--- src/sfbcp_map.vh ---
// Command codes, status layout and frame positions of the boot port.
`ifndef SFBCP_MAP_VH
`define SFBCP_MAP_VH

`define SFBCP_CMD_PAGE_READ 8'hff
`define SFBCP_CMD_PAGE_PROG 8'h41
`define SFBCP_CMD_ERASE_ALL 8'ha7
`define SFBCP_CMD_READ_STAT 8'h70
`define SFBCP_CMD_CLR_STAT 8'h50
`define SFBCP_CMD_LOCK_READ 8'h71
`define SFBCP_CMD_ID_CHECK 8'hf5
`define SFBCP_CMD_DOWNLOAD 8'hfa
`define SFBCP_CMD_VERSION 8'hfb
`define SFBCP_CMD_BOOT_OUT 8'hfc
`define SFBCP_ERASE_CONFIRM 8'hd0

`define SFBCP_READY_BIT 7
`define SFBCP_ERASE_ERR_BIT 5
`define SFBCP_PROG_ERR_BIT 4
`define SFBCP_STATUS_RESET 8'h80
`define SFBCP_STATUS_EXT_RESET 8'h00
`define SFBCP_LOCK_UNLOCKED 8'h01

`define SFBCP_FRAME_BITS 3'h7
`define SFBCP_POS_ADDR_HI 9'h002
`define SFBCP_POS_PAGE_LAST 9'h102
`define SFBCP_POS_VER_LAST 9'h008
`define SFBCP_POS_ID_SIZE 9'h004
`define SFBCP_POS_DL_SUM 9'h003
`define SFBCP_ID_BYTES 8'h07
`define SFBCP_RESET_OSC_CYCLES 20

`endif

--- src/sfbcp_port.v ---
// Serial boot port: programmer link and command interpreter.
`timescale 1ns/1ns
//
// Behaviour
// - Enter programming mode if high voltage at release.
// - Sample received bits on transfer clock rise.
// - Change transmitted bits on transfer clock fall.
// - Frames are eight bits, least significant first.
// - Handshake low when ready, high at start.
// - Handshake high while transferring, programming or erasing.
// - Only user area may be rewritten.
// - Seven-byte identity gates commands on nonblank flash.
// - Unverified: only status, identity, version accepted.
// - Blank flash accepts every command.
// - First byte selects command by code.
// - Page read returns 256 bytes, bytes four-259.
// - Erase all starts only after confirmation byte.
// - Status returns primary then secondary status byte.
// - Version sends bytes two through nine.
// - Boot output returns 256-byte boot page.
// - Only defined output bytes flow to programmer.
// - Missing boot control program disables the mode.
// - Status bits: ready, erase error, program error.
// - Status reads 80 hex after reset.
// - Clear status clears errors, handshake falls.
// - Lock read always returns unlocked.
module sfbcp_port #(
    parameter [63:0] VERSION_INFO = 64'h3130302e3156_2020 // Arbitrary value.
)(
    input wire ref_clk,
    input wire rst,
    input wire mode_select_pin,
    input wire boot_area_intact,
    input wire transfer_clock_pin,
    input wire serial_in_pin,
    output reg serial_out_pin,
    output reg handshake_out_port,
    output reg prog_mode_active,
    output reg id_verified,
    output reg [7:0] status_byte,
    output reg [23:0] flash_addr,
    output reg flash_boot_sel,
    output reg flash_rd_req,
    output reg flash_wr_req,
    output reg [7:0] flash_wr_data,
    output reg flash_erase_req,
    input wire flash_ack,
    input wire flash_fail,
    input wire [7:0] flash_rd_data,
    input wire flash_blank,
    input wire [55:0] id_code,
    output reg [7:0] dl_data,
    output reg dl_strobe,
    output reg dl_done,
    output reg dl_ok
);
`include "sfbcp_map.vh"

    localparam [5:0] ST_BOOT = 6'h01;
    localparam [5:0] ST_OFF = 6'h02;
    localparam [5:0] ST_LINK = 6'h04;
    localparam [5:0] ST_READ = 6'h08;
    localparam [5:0] ST_WRITE = 6'h10;
    localparam [5:0] ST_ERASE = 6'h20;

    reg mode_s1_reg, mode_s2_reg, sclk_s1_reg, sclk_s2_reg, sclk_d_reg, rx_s1_reg, rx_s2_reg;
    reg [5:0] state_reg;
    reg [2:0] bit_cnt_reg;
    reg [7:0] rx_sh_reg, tx_sh_reg, cmd_reg, id_size_reg, dl_sum_reg, dl_ck_reg;
    reg [8:0] pos_reg;
    reg [15:0] page_reg, dl_size_reg;
    reg id_match_reg, eerr_reg, perr_reg, ready_reg;
    wire sclk_rise;
    wire sclk_fall;
    wire [7:0] rx_byte;
    wire [7:0] off_rd;
    wire [7:0] off_wr;
    wire [7:0] id_idx;
    wire known_cmd;
    wire open_cmd;

    // Two flops on each programmer pin; logic reads the second only.
    always @(posedge ref_clk)
    begin
        mode_s1_reg <= mode_select_pin;
        mode_s2_reg <= mode_s1_reg;
        sclk_s1_reg <= transfer_clock_pin;
        sclk_s2_reg <= sclk_s1_reg;
        rx_s1_reg <= serial_in_pin;
        rx_s2_reg <= rx_s1_reg;
    end

    // Edges of the synced transfer clock, which idles high.
    assign sclk_rise = sclk_s2_reg & ~sclk_d_reg;
    assign sclk_fall = ~sclk_s2_reg & sclk_d_reg;
    assign rx_byte = {rx_s2_reg, rx_sh_reg[7:1]};
    assign off_rd = pos_reg[7:0] - 8'h02;
    assign off_wr = pos_reg[7:0] - 8'h03;
    assign id_idx = pos_reg[7:0] - 8'h05;

    // Command decode and the identity gate.
    assign known_cmd = open_cmd || (rx_byte == `SFBCP_CMD_PAGE_READ)
        || (rx_byte == `SFBCP_CMD_PAGE_PROG) || (rx_byte == `SFBCP_CMD_ERASE_ALL)
        || (rx_byte == `SFBCP_CMD_CLR_STAT) || (rx_byte == `SFBCP_CMD_LOCK_READ)
        || (rx_byte == `SFBCP_CMD_DOWNLOAD) || (rx_byte == `SFBCP_CMD_BOOT_OUT);
    assign open_cmd = (rx_byte == `SFBCP_CMD_READ_STAT) || (rx_byte == `SFBCP_CMD_ID_CHECK)
        || (rx_byte == `SFBCP_CMD_VERSION);

    // Main sequencer; flash work holds the handshake high so bytes never race it.
    always @(posedge ref_clk)
    begin
        if (rst)
        begin
            state_reg <= ST_BOOT;
            sclk_d_reg <= 1'b1;
            bit_cnt_reg <= 3'h0;
            rx_sh_reg <= 8'h00;
            tx_sh_reg <= 8'hff;
            cmd_reg <= 8'h00;
            pos_reg <= 9'h000;
            page_reg <= 16'h0000;
            id_size_reg <= 8'h00;
            id_match_reg <= 1'b0;
            dl_size_reg <= 16'h0000;
            dl_sum_reg <= 8'h00;
            dl_ck_reg <= 8'h00;
            eerr_reg <= 1'b0;
            perr_reg <= 1'b0;
            ready_reg <= 1'b1;
            status_byte <= `SFBCP_STATUS_RESET;
            serial_out_pin <= 1'b1;
            handshake_out_port <= 1'b1;
            prog_mode_active <= 1'b0;
            id_verified <= 1'b0;
            flash_addr <= 24'h000000;
            flash_boot_sel <= 1'b0;
            flash_rd_req <= 1'b0;
            flash_wr_req <= 1'b0;
            flash_wr_data <= 8'h00;
            flash_erase_req <= 1'b0;
            dl_data <= 8'h00;
            dl_strobe <= 1'b0;
            dl_done <= 1'b0;
            dl_ok <= 1'b0;
        end
        else
        begin
            sclk_d_reg <= sclk_s2_reg;
            dl_strobe <= 1'b0;
            dl_done <= 1'b0;
            status_byte <= {ready_reg, 1'b0, eerr_reg, perr_reg, 4'h0};
            case (state_reg)
                ST_BOOT:
                begin
                    // Mode pin is caught at the first edge after release.
                    if (mode_s2_reg && boot_area_intact)
                    begin
                        state_reg <= ST_LINK;
                        prog_mode_active <= 1'b1;
                        handshake_out_port <= 1'b0;
                    end
                    else
                        state_reg <= ST_OFF;
                end
                ST_OFF:
                begin
                    // Normal processor mode: the port stays silent.
                    handshake_out_port <= 1'b1;
                end
                ST_LINK:
                begin
                    if (sclk_fall)
                    begin
                        serial_out_pin <= tx_sh_reg[0];
                        tx_sh_reg <= {1'b1, tx_sh_reg[7:1]};
                        handshake_out_port <= 1'b1;
                    end
                    if (sclk_rise)
                    begin
                        handshake_out_port <= 1'b1;
                        rx_sh_reg <= rx_byte;
                        bit_cnt_reg <= bit_cnt_reg + 3'h1;
                        if (bit_cnt_reg == `SFBCP_FRAME_BITS)
                        begin
                            // A whole byte is in; outgoing filler is all ones.
                            handshake_out_port <= 1'b0;
                            tx_sh_reg <= 8'hff;
                            pos_reg <= pos_reg + 9'h001;
                            if (pos_reg == 9'h000)
                            begin
                                if (!known_cmd || !(open_cmd || id_verified || flash_blank))
                                    pos_reg <= 9'h000;
                                cmd_reg <= rx_byte;
                                if (rx_byte == `SFBCP_CMD_READ_STAT)
                                    tx_sh_reg <= status_byte;
                                if (rx_byte == `SFBCP_CMD_VERSION)
                                    tx_sh_reg <= VERSION_INFO[7:0];
                                if (rx_byte == `SFBCP_CMD_CLR_STAT
                                    && (id_verified || flash_blank))
                                begin
                                    eerr_reg <= 1'b0;
                                    perr_reg <= 1'b0;
                                    pos_reg <= 9'h000;
                                end
                            end
                            else
                            begin
                                case (cmd_reg)
                                    `SFBCP_CMD_PAGE_READ, `SFBCP_CMD_BOOT_OUT,
                                    `SFBCP_CMD_LOCK_READ, `SFBCP_CMD_PAGE_PROG:
                                    begin
                                        if (pos_reg == 9'h001)
                                            page_reg[7:0] <= rx_byte;
                                        else if (pos_reg == `SFBCP_POS_ADDR_HI)
                                            page_reg[15:8] <= rx_byte;
                                        if (cmd_reg == `SFBCP_CMD_LOCK_READ)
                                        begin
                                            if (pos_reg == `SFBCP_POS_ADDR_HI)
                                                tx_sh_reg <= `SFBCP_LOCK_UNLOCKED;
                                            else if (pos_reg > `SFBCP_POS_ADDR_HI)
                                                pos_reg <= 9'h000;
                                        end
                                        else if (cmd_reg == `SFBCP_CMD_PAGE_PROG)
                                        begin
                                            if (pos_reg > `SFBCP_POS_ADDR_HI)
                                            begin
                                                // Writes only reach the user space.
                                                flash_addr <= {page_reg, off_wr};
                                                flash_boot_sel <= 1'b0;
                                                flash_wr_data <= rx_byte;
                                                flash_wr_req <= 1'b1;
                                                ready_reg <= 1'b0;
                                                handshake_out_port <= 1'b1;
                                                state_reg <= ST_WRITE;
                                                if (pos_reg == `SFBCP_POS_PAGE_LAST)
                                                    pos_reg <= 9'h000;
                                            end
                                        end
                                        else if (pos_reg >= `SFBCP_POS_ADDR_HI)
                                        begin
                                            if (pos_reg == `SFBCP_POS_PAGE_LAST)
                                                pos_reg <= 9'h000;
                                            else
                                            begin
                                                flash_addr <= {pos_reg == `SFBCP_POS_ADDR_HI
                                                    ? rx_byte : page_reg[15:8],
                                                    page_reg[7:0], off_rd};
                                                flash_boot_sel <= (cmd_reg
                                                    == `SFBCP_CMD_BOOT_OUT);
                                                flash_rd_req <= 1'b1;
                                                handshake_out_port <= 1'b1;
                                                state_reg <= ST_READ;
                                            end
                                        end
                                    end
                                    `SFBCP_CMD_ERASE_ALL:
                                    begin
                                        pos_reg <= 9'h000;
                                        if (rx_byte == `SFBCP_ERASE_CONFIRM)
                                        begin
                                            flash_erase_req <= 1'b1;
                                            ready_reg <= 1'b0;
                                            handshake_out_port <= 1'b1;
                                            state_reg <= ST_ERASE;
                                        end
                                    end
                                    `SFBCP_CMD_READ_STAT:
                                    begin
                                        if (pos_reg == 9'h001)
                                            tx_sh_reg <= `SFBCP_STATUS_EXT_RESET;
                                        else
                                            pos_reg <= 9'h000;
                                    end
                                    `SFBCP_CMD_VERSION:
                                    begin
                                        if (pos_reg == `SFBCP_POS_VER_LAST)
                                            pos_reg <= 9'h000;
                                        else
                                            tx_sh_reg <= VERSION_INFO[pos_reg[2:0] * 8 +: 8];
                                    end
                                    `SFBCP_CMD_ID_CHECK:
                                    begin
                                        // Address bytes are taken and ignored.
                                        if (pos_reg == `SFBCP_POS_ID_SIZE)
                                        begin
                                            id_size_reg <= rx_byte;
                                            id_match_reg <= (rx_byte == `SFBCP_ID_BYTES);
                                            if (rx_byte == 8'h00)
                                            begin
                                                id_verified <= 1'b0;
                                                pos_reg <= 9'h000;
                                            end
                                        end
                                        else if (pos_reg > `SFBCP_POS_ID_SIZE)
                                        begin
                                            if (id_idx < `SFBCP_ID_BYTES
                                                && rx_byte != id_code[id_idx[2:0] * 8 +: 8])
                                                id_match_reg <= 1'b0;
                                            if (id_idx + 8'h01 == id_size_reg)
                                            begin
                                                // All seven bytes must agree.
                                                id_verified <= id_match_reg && (id_idx
                                                    >= `SFBCP_ID_BYTES || rx_byte
                                                    == id_code[id_idx[2:0] * 8 +: 8]);
                                                pos_reg <= 9'h000;
                                            end
                                        end
                                    end
                                    `SFBCP_CMD_DOWNLOAD:
                                    begin
                                        if (pos_reg == 9'h001)
                                            dl_size_reg[7:0] <= rx_byte;
                                        else if (pos_reg == `SFBCP_POS_ADDR_HI)
                                            dl_size_reg[15:8] <= rx_byte;
                                        else if (pos_reg == `SFBCP_POS_DL_SUM)
                                        begin
                                            dl_ck_reg <= rx_byte;
                                            dl_sum_reg <= 8'h00;
                                            if (dl_size_reg == 16'h0000)
                                                pos_reg <= 9'h000;
                                        end
                                        else
                                        begin
                                            // The checksum is the byte sum of the image.
                                            dl_data <= rx_byte;
                                            dl_strobe <= 1'b1;
                                            dl_sum_reg <= dl_sum_reg + rx_byte;
                                            dl_size_reg <= dl_size_reg - 16'h0001;
                                            pos_reg <= `SFBCP_POS_DL_SUM + 9'h001;
                                            if (dl_size_reg == 16'h0001)
                                            begin
                                                dl_done <= 1'b1;
                                                dl_ok <= (dl_sum_reg + rx_byte == dl_ck_reg);
                                                pos_reg <= 9'h000;
                                            end
                                        end
                                    end
                                    default:
                                        pos_reg <= 9'h000;
                                endcase
                            end
                        end
                    end
                end
                ST_READ:
                begin
                    if (flash_ack)
                    begin
                        flash_rd_req <= 1'b0;
                        tx_sh_reg <= flash_rd_data;
                        handshake_out_port <= 1'b0;
                        state_reg <= ST_LINK;
                    end
                end
                ST_WRITE, ST_ERASE:
                begin
                    if (flash_ack)
                    begin
                        flash_wr_req <= 1'b0;
                        flash_erase_req <= 1'b0;
                        ready_reg <= 1'b1;
                        if (flash_fail && state_reg == ST_WRITE)
                            perr_reg <= 1'b1;
                        if (flash_fail && state_reg == ST_ERASE)
                            eerr_reg <= 1'b1;
                        handshake_out_port <= 1'b0;
                        state_reg <= ST_LINK;
                    end
                end
                default:
                    state_reg <= ST_BOOT;
            endcase
        end
    end

endmodule

--- config.mk ---
export PLATFORM = sky130hd
export DESIGN_NAME = sfbcp_port
export DESIGN_NICKNAME = d
export VERILOG_FILES = /design/src/sfbcp_port.v
export VERILOG_INCLUDE_DIRS = /design/src /design/src/src
export SDC_FILE = /design/constraint.sdc
export NUM_CORES = 1
export LEC_CHECK = 0
export BUFFER_PORTS_ARGS = -buffer_cell sky130_fd_sc_hd__buf_2
export CAP_MARGIN = 20
export CORE_AREA = 2 2 124 126
export CTS_BUF_LIST = sky130_fd_sc_hd__clkbuf_8
export DETAILED_ROUTE_END_ITERATION = 10
export DIE_AREA = 0 0 126 128
export MAX_ROUTING_LAYER = met4
export PLACE_DENSITY = 0.88
export SETUP_SLACK_MARGIN = 0.3
export SLEW_MARGIN = 20
export SYNTH_ARGS = -nofsm -noshare
export SYNTH_HDL_FRONTEND = slang
export SYNTH_SLANG_ARGS = --single-unit
--- constraint.sdc ---
create_clock -name ref_clk -period 6.3 [get_ports ref_clk]
set_clock_uncertainty 0.2 [all_clocks]
set_input_delay 0.945 -clock ref_clk [delete_from_list [all_inputs] [get_ports ref_clk]]
set_output_delay 0.945 -clock ref_clk [all_outputs]
set_load 0.005 [all_outputs]
==> results of run 1 <==
[stage by stage]
stage | instances | setup WS [ns] | cell area [µm²] | util [%]
final | 1441 | 2.283 | 10480 | 70.52
after floorplan | 1169 | 2.959 | 9453 | -
after global routing | 1441 | 2.010 | 10480 | 70.52
after global placement | 1409 | 2.364 | 10050 | 67.63
after CTS | 1441 | 2.100 | 10470 | 70.46
after detailed placement | 1409 | 2.127 | 10050 | 67.63
[critical path: stages, from the launching register on]
cell and delay, ns:
dfxtp_1 0.37, nor3_1 0.33, and3_1 0.43, nand2_1 0.45
nor2_1 0.26, nand2_1 0.16, a2111oi_4 0.84, buf_4 0.49
mux2i_1 0.27, nor2_1 0.06
[Yosys cell counts (all sizes together) (20+ instances only)]
cell,n
nand3,51
mux2i,73
xnor2,31
nor3,39
o21ai,66
buf,30
dfxtp,162
ha,25
xor2,29
inv,20
nor2,146
nor4,25
nand2,114
a21oi,75
clkbuf,57
[report_power, final]
group	total [W]	internal [W]	switching (W)
logic	0.000163	0.0000740	0.0000892
registers	0.00107	0.00104	0.0000268
clock network	0.000814	0.000413	0.000401
total	0.00205	0.00153	0.000517
[logic make-up after synthesis]
group | synth area share, %
AND/OR/NAND/NOR | 24.19
flip-flops | 34.36
multiplexers | 10.01
adder cells (fa/ha/maj) | 3.526
XOR/XNOR | 5.568
other | 0.03973
buffers and inverters | 4.905
AO/OA/AOI/OAI | 17.39
[metal layers]
metal	routed length (µm)	part of all wire [%]	track usage, %	up-vias
li1	-	-	-	4317
met1	10760	42	40.64	4213
met2	11880	47	49.75	425
met3	2081	8.2	6.302	67
met4	609	2.4	11.57	0
met5	0	0	-	-
[final timing paths]
path	to	cells after the start
setup / recovery	flash_addr[12]$_SDFFE_PP0P_	9
hold / removal	rx_s2_reg$_DFF_P_	0
setup reg to reg	flash_addr[12]$_SDFFE_PP0P_	9
hold reg to reg	rx_s2_reg$_DFF_P_	0
[area by class of cell]
cell class	instances	area, µm²
Clock buffer	19	261.5
Clock inverter	13	158.9
Fill cell	1212	4382
Inverter	21	78.83
Multi-Input combinational cell	899	5774
Sequential cell	162	3243
Tap cell	188	235.2
Timing Repair Buffer	139	730.7
==> results_dict.tcl, run 1 <==
set metrics [dict create \
    syn_area_per_cell_um2 8.101 \
    fp.dieW_um 126 \
    whs_ns 0.1319 \
    cts_tree "yes" \
    yosys_warnings 0 \
    grt_usage_pct 31.61 \
    maxCapViolCount 0 \
    clk_pin_slew_worst_paths_ns 0.08 \
    setup_tns_ns 0 \
    worstMarginPinSlew_ns 0.9356 \
    cts_root_buf "clkbuf_8" \
    reg2reg_slack_ns 2.28 \
    cts_made_buffers 17 \
    antenna_found_initial 0 \
    num_antenna_cells 0 \
    area_delta_synth_final_pct 11.07 \
    routed_via_density 6.261 \
    syn_inst 1165 \
    worstSetupEndpointType "register" \
    clockBufferDepth 2 \
    irDropWorstVdd_mv 0.1556 \
    ys_ff_latch 162 \
    drv_slew 0 \
    htreeDepth 4 \
    core_area_mm2 0.01486 \
    min_path_type "reg -> reg" \
    mostFrequentLayoutCells "dfxtp_1 (162), nor2_1 (145), buf_2 (125), nand2_1 (113), a21oi_1 (75)" \
    clock_latency_ns 0.47 \
    cp_max_fo 25 \
    grt_pass1_wl_um 40560 \
    die-area_mm2 0.01613 \
    synth_top_area_cell "dfxtp_1" \
    start_util_pct 63.49 \
    max_freq_ghz 0.2489 \
    ctsResizeCount 0 \
    drc 0 \
    vias 9022 \
    clock_sinks 162 \
    setup.worst_path.class "reg -> reg" \
    gp_congestion 0.9820 \
    final.min_clock_period_ns 4.017 \
    synth_cell_types 82 \
    routed_wl_um 25340 \
    grt_max_degree 77 \
    grt_pass1_vias 8259 \
    slew_headroom_pct 37.62 \
    synth_ff_type "dfxtp_1" \
    period_share_pct 63.76 \
    drtPass1Iterations 6 \
    syn-cell-area_mm2 0.009438 \
    setup.worst_path.start_class "register" \
    setup_viol 0 \
    hold_viol_final 0 \
    crit_arrival_ns 4.15 \
    p_leak_nw 4.132 \
    drtAntennaViolNets 0 \
    drtIter0Drc 964 \
    synth-async-reset-ratio_pct 0 \
    largest_register_ffs 24 \
    synth_top_area_share_pct 34.36 \
    synth_edf_count 0 \
    synthTopCellsByArea "dfxtp_1 (34%), mux2i_1 (7.7%), nor2_1 (5.8%)" \
    final_common_cell "dfxtp_1" \
    pin_count 132 \
    required_ns 6.43 \
    grt_overflow 0 \
    port_buffers 126 \
    r2r_start "state_reg[5]$_SDFFE_PP0P_" \
    ctsHoldBuffers 0 \
    drive_gt1_share_pct 16.28 \
    crit_path_start "state_reg[5]$_SDFFE_PP0P_" \
    die_h_um 128 \
    rsz0062_at_grt "false" \
    nets 1339 \
    status "complete, no violations" \
    row_count 45 \
    avgRoutedWirePerCell_um 17.58 \
    post_cts_buffers 0 \
    total_power_w 0.002046 \
    yosysSeqAreaShare_pct 34.36 \
    power_density_mw_per_mm2 195.2 \
    min-delay-start "rx_s1_reg$_DFF_P_" \
    dp_hpwl_um 17180 \
]
Power figures use the tool's default switching activity.
==> run 2: changes to the inputs <==
--- a/config.mk
+++ b/config.mk
@@ -6,14 +6,15 @@
 export SDC_FILE = /design/constraint.sdc
 export NUM_CORES = 1
 export LEC_CHECK = 0
+export ABC_AREA = 1
 export BUFFER_PORTS_ARGS = -buffer_cell sky130_fd_sc_hd__buf_2
 export CAP_MARGIN = 20
-export CORE_AREA = 2 2 124 126
+export CORE_AREA = 2 2 137 139
 export CTS_BUF_LIST = sky130_fd_sc_hd__clkbuf_8
 export DETAILED_ROUTE_END_ITERATION = 10
-export DIE_AREA = 0 0 126 128
+export DIE_AREA = 0 0 139 141
 export MAX_ROUTING_LAYER = met4
-export PLACE_DENSITY = 0.88
+export PLACE_DENSITY = 0.78
 export SETUP_SLACK_MARGIN = 0.3
 export SLEW_MARGIN = 20
 export SYNTH_ARGS = -nofsm -noshare
==> constraint.sdc (replaced) <==
create_clock -name ref_clk -period 3.69 [get_ports ref_clk]
set_clock_uncertainty 0.2 [all_clocks]
set_input_delay 0.5535 -clock ref_clk [delete_from_list [all_inputs] [get_ports ref_clk]]
set_output_delay 0.5535 -clock ref_clk [all_outputs]
set_load 0.005 [all_outputs]
==> results_dict.tcl, run 2 <==
set metrics [dict create \
    synthTopCellsByArea "dfxtp_1 (34%), nand2_1 (10%), nor2_1 (8.0%)" \
    min_path_type "reg -> reg" \
    p_leak_nw 5.022 \
    placed_area_mm2 0.01039 \
    clock_sinks 162 \
    yosys_warnings 0 \
    synth.most_common_cell "nand2_1" \
    cp_max_fo 12 \
    clock_latency_ns 0.48 \
    vias 9964 \
    grt_overflow 0 \
    drc 0 \
    synth_cell_types 56 \
    dp_hpwl_um 20550 \
    area_delta_synth_final_pct 12.15 \
    critPathMaxStageDelay_ns 0.74 \
    post-place-ws_ns 0.6198 \
    row_count 50 \
    synth_common_cells "nand2_1 (266), nor2_1 (204), dfxtp_1 (162)" \
    worstMarginPinSlew_ns 0.9527 \
    core_area_mm2 0.01827 \
    layoutNonFillerInstCount 1782 \
    yosysSeqAreaShare_pct 33.75 \
    clockBufferDepth 2 \
    port_buffers 126 \
    fp.dieW_um 139 \
    syn-cell-area_mm2 0.009608 \
    max_freq_ghz 0.3227 \
    post_cts_buffers 0 \
    die_h_um 141 \
    status "complete, no violations" \
    top_usage_layer "met2" \
    routed_wl_um 27900 \
    drtPass1Iterations 5 \
    cts_root_buf "clkbuf_8" \
    avgRoutedWirePerCell_um 15.65 \
    irDropWorstVdd_mv 0.2167 \
    crit_slowest_cell "a21oi_1" \
    grt_max_degree 62 \
    fin_area_mm2 0.01078 \
    crit_chain "inv_1 > ha_1 > nand2_8 > nand2_4 > nor2_4 > inv_2 > nor2_4 > inv_2 > a21oi_1 > o21ai_0 > a31oi_1" \
    slew_headroom_pct 36.49 \
    dp.cells 1747 \
    final_common_cell "nand2_1" \
    routed_via_density 5.591 \
    grt_usage_pct 29.05 \
    crit_arrival_ns 3.30 \
    syn_area_per_cell_um2 6.719 \
    setup_viol 0 \
    grt_pass1_vias 9017 \
    cts_made_buffers 17 \
    synth_top_area_share_pct 33.75 \
    synth_top_area_cell "dfxtp_1" \
    setup.worst_path.start_class "register" \
    setup_ws_ns 0.5916 \
    period_share_pct 83.97 \
    mostFrequentLayoutCells "nand2_1 (266), nor2_1 (204), dfxtp_1 (162), o21ai_0 (145), inv_1 (133)" \
    rsz0062_at_grt "false" \
    required_ns 3.89 \
    htreeDepth 4 \
    drive_gt1_share_pct 15.18 \
    worstSetupEndpointType "register" \
    cts_tree "yes" \
    drtIter0Drc 832 \
    whs_ns 0.1261 \
    setup_tns_ns 0 \
    maxCapViolCount 0 \
    grt_pass1_wl_um 44890 \
    synth_edf_count 0 \
    antenna_found_initial 0 \
    hold_viol_final 0 \
    use_met1_pct 36.42 \
    syn_inst 1430 \
    pin_count 132 \
    start_util_pct 52.60 \
    num_antenna_cells 0 \
    largest_register_ffs 24 \
    power_density_mw_per_mm2 320.5 \
    synth-async-reset-ratio_pct 0 \
    nets 1634 \
    met3_usage_pct 5.537 \
    drtAntennaViolNets 0 \
    ys_ff_latch 162 \
    setup.worst_path.class "reg -> reg" \
    final.min_clock_period_ns 3.098 \
    grt_util_met2_pct 47.21 \
    die-area_mm2 0.01960 \
    clk_pin_slew_worst_paths_ns 0.10 \
    gp_congestion 0.9470 \
    synth_ff_type "dfxtp_1" \
    drv_slew 0 \
]
run 2: cell count changes in the layout (fill, tap and decap cells not counted), moves of 24 or more:
cell	change
o21ai_0	+80
inv_1	+112
nand2_1	+153
mux2i_1	-73
nand3_1	+27
xnor2_1	-24
a21oi_1	+29
nor2_1	+59
a211oi_1	+26
run 2: logic make-up after synthesis:
family                     Yosys count  share of synthesized area, %
AOI/OAI and AO/OA                  340                         20.03
xor gates and xnor gates            37                         3.373
adders and majority gates           26                         3.464
buffers and inverters              221                         9.311
DFF                                162                         33.75
other                                1                       0.03903
and+or+nand+nor                    643                         30.03
run 2: layout make-up:
type / instances / area (µm²)
fillers: 1786 / 7492
multi-input cells: 1051 / 5485
flip-flops and latches: 162 / 3243
repair buffers: 150 / 818.3
inverters: 153 / 576.8
well taps: 234 / 292.8
clock buffers: 17 / 234.0
clock inverters: 15 / 125.1
run 2: worst paths after layout:
kind / start / cells after the start / to / slack [ns]
worst max-delay path: pos_reg[1]$_SDFFE_PP0P_ / 11 / dl_size_reg[4]$_SDFFE_PP0P_ / 0.59
worst min-delay path: sclk_s1_reg$_DFF_P_ / 0 / sclk_s2_reg$_DFF_P_ / 0.13
worst max register to register: pos_reg[1]$_SDFFE_PP0P_ / 11 / dl_size_reg[4]$_SDFFE_PP0P_ / 0.59
worst min register to register: sclk_s1_reg$_DFF_P_ / 0 / sclk_s2_reg$_DFF_P_ / 0.13
run 2: repair_timing:
| item | in CTS | in global routing |
|---|---|---|
| endpoints found under the hold margin | 3 | 0 |
| hold buffers | 3 | 0 |
| gates resized for setup | 0 | 0 |
run 2: power by group:
part,internal (W),switching (W)
combinational,0.000146,0.000238
sequential,0.00180,0.0000371
clock,0.000486,0.000749
total,0.00243,0.00102
run 2: worst max-delay path: cells and delay by family, from the launching register on:
| family | cells | cell delay [ns] |
|---|---|---|
| compound gates | 3 | 1.12 |
| simple gates | 4 | 0.48 |
| flops | 1 | 0.45 |
| fa+ha+maj | 1 | 0.41 |
| buf+inv | 3 | 0.35 |
run 2: metal layers:
| metal | share of wire [%] | vias up |
|---|---|---|
| met2 | 48 | 358 |
| li1 | - | 4956 |
| met1 | 43 | 4575 |
| met3 | 6.9 | 75 |
| met4 | 3.0 | 0 |
| met5 | 0 | - |
run 2: through the flow:
stage          util, %  total power [W]
6_report         58.99         0.003454
3_5_place_dp     56.86         0.002248
2_1_floorplan        -         0.002129
3_3_place_gp     56.86         0.002240
4_1_cts          58.99         0.003468
5_1_grt          58.99         0.003600
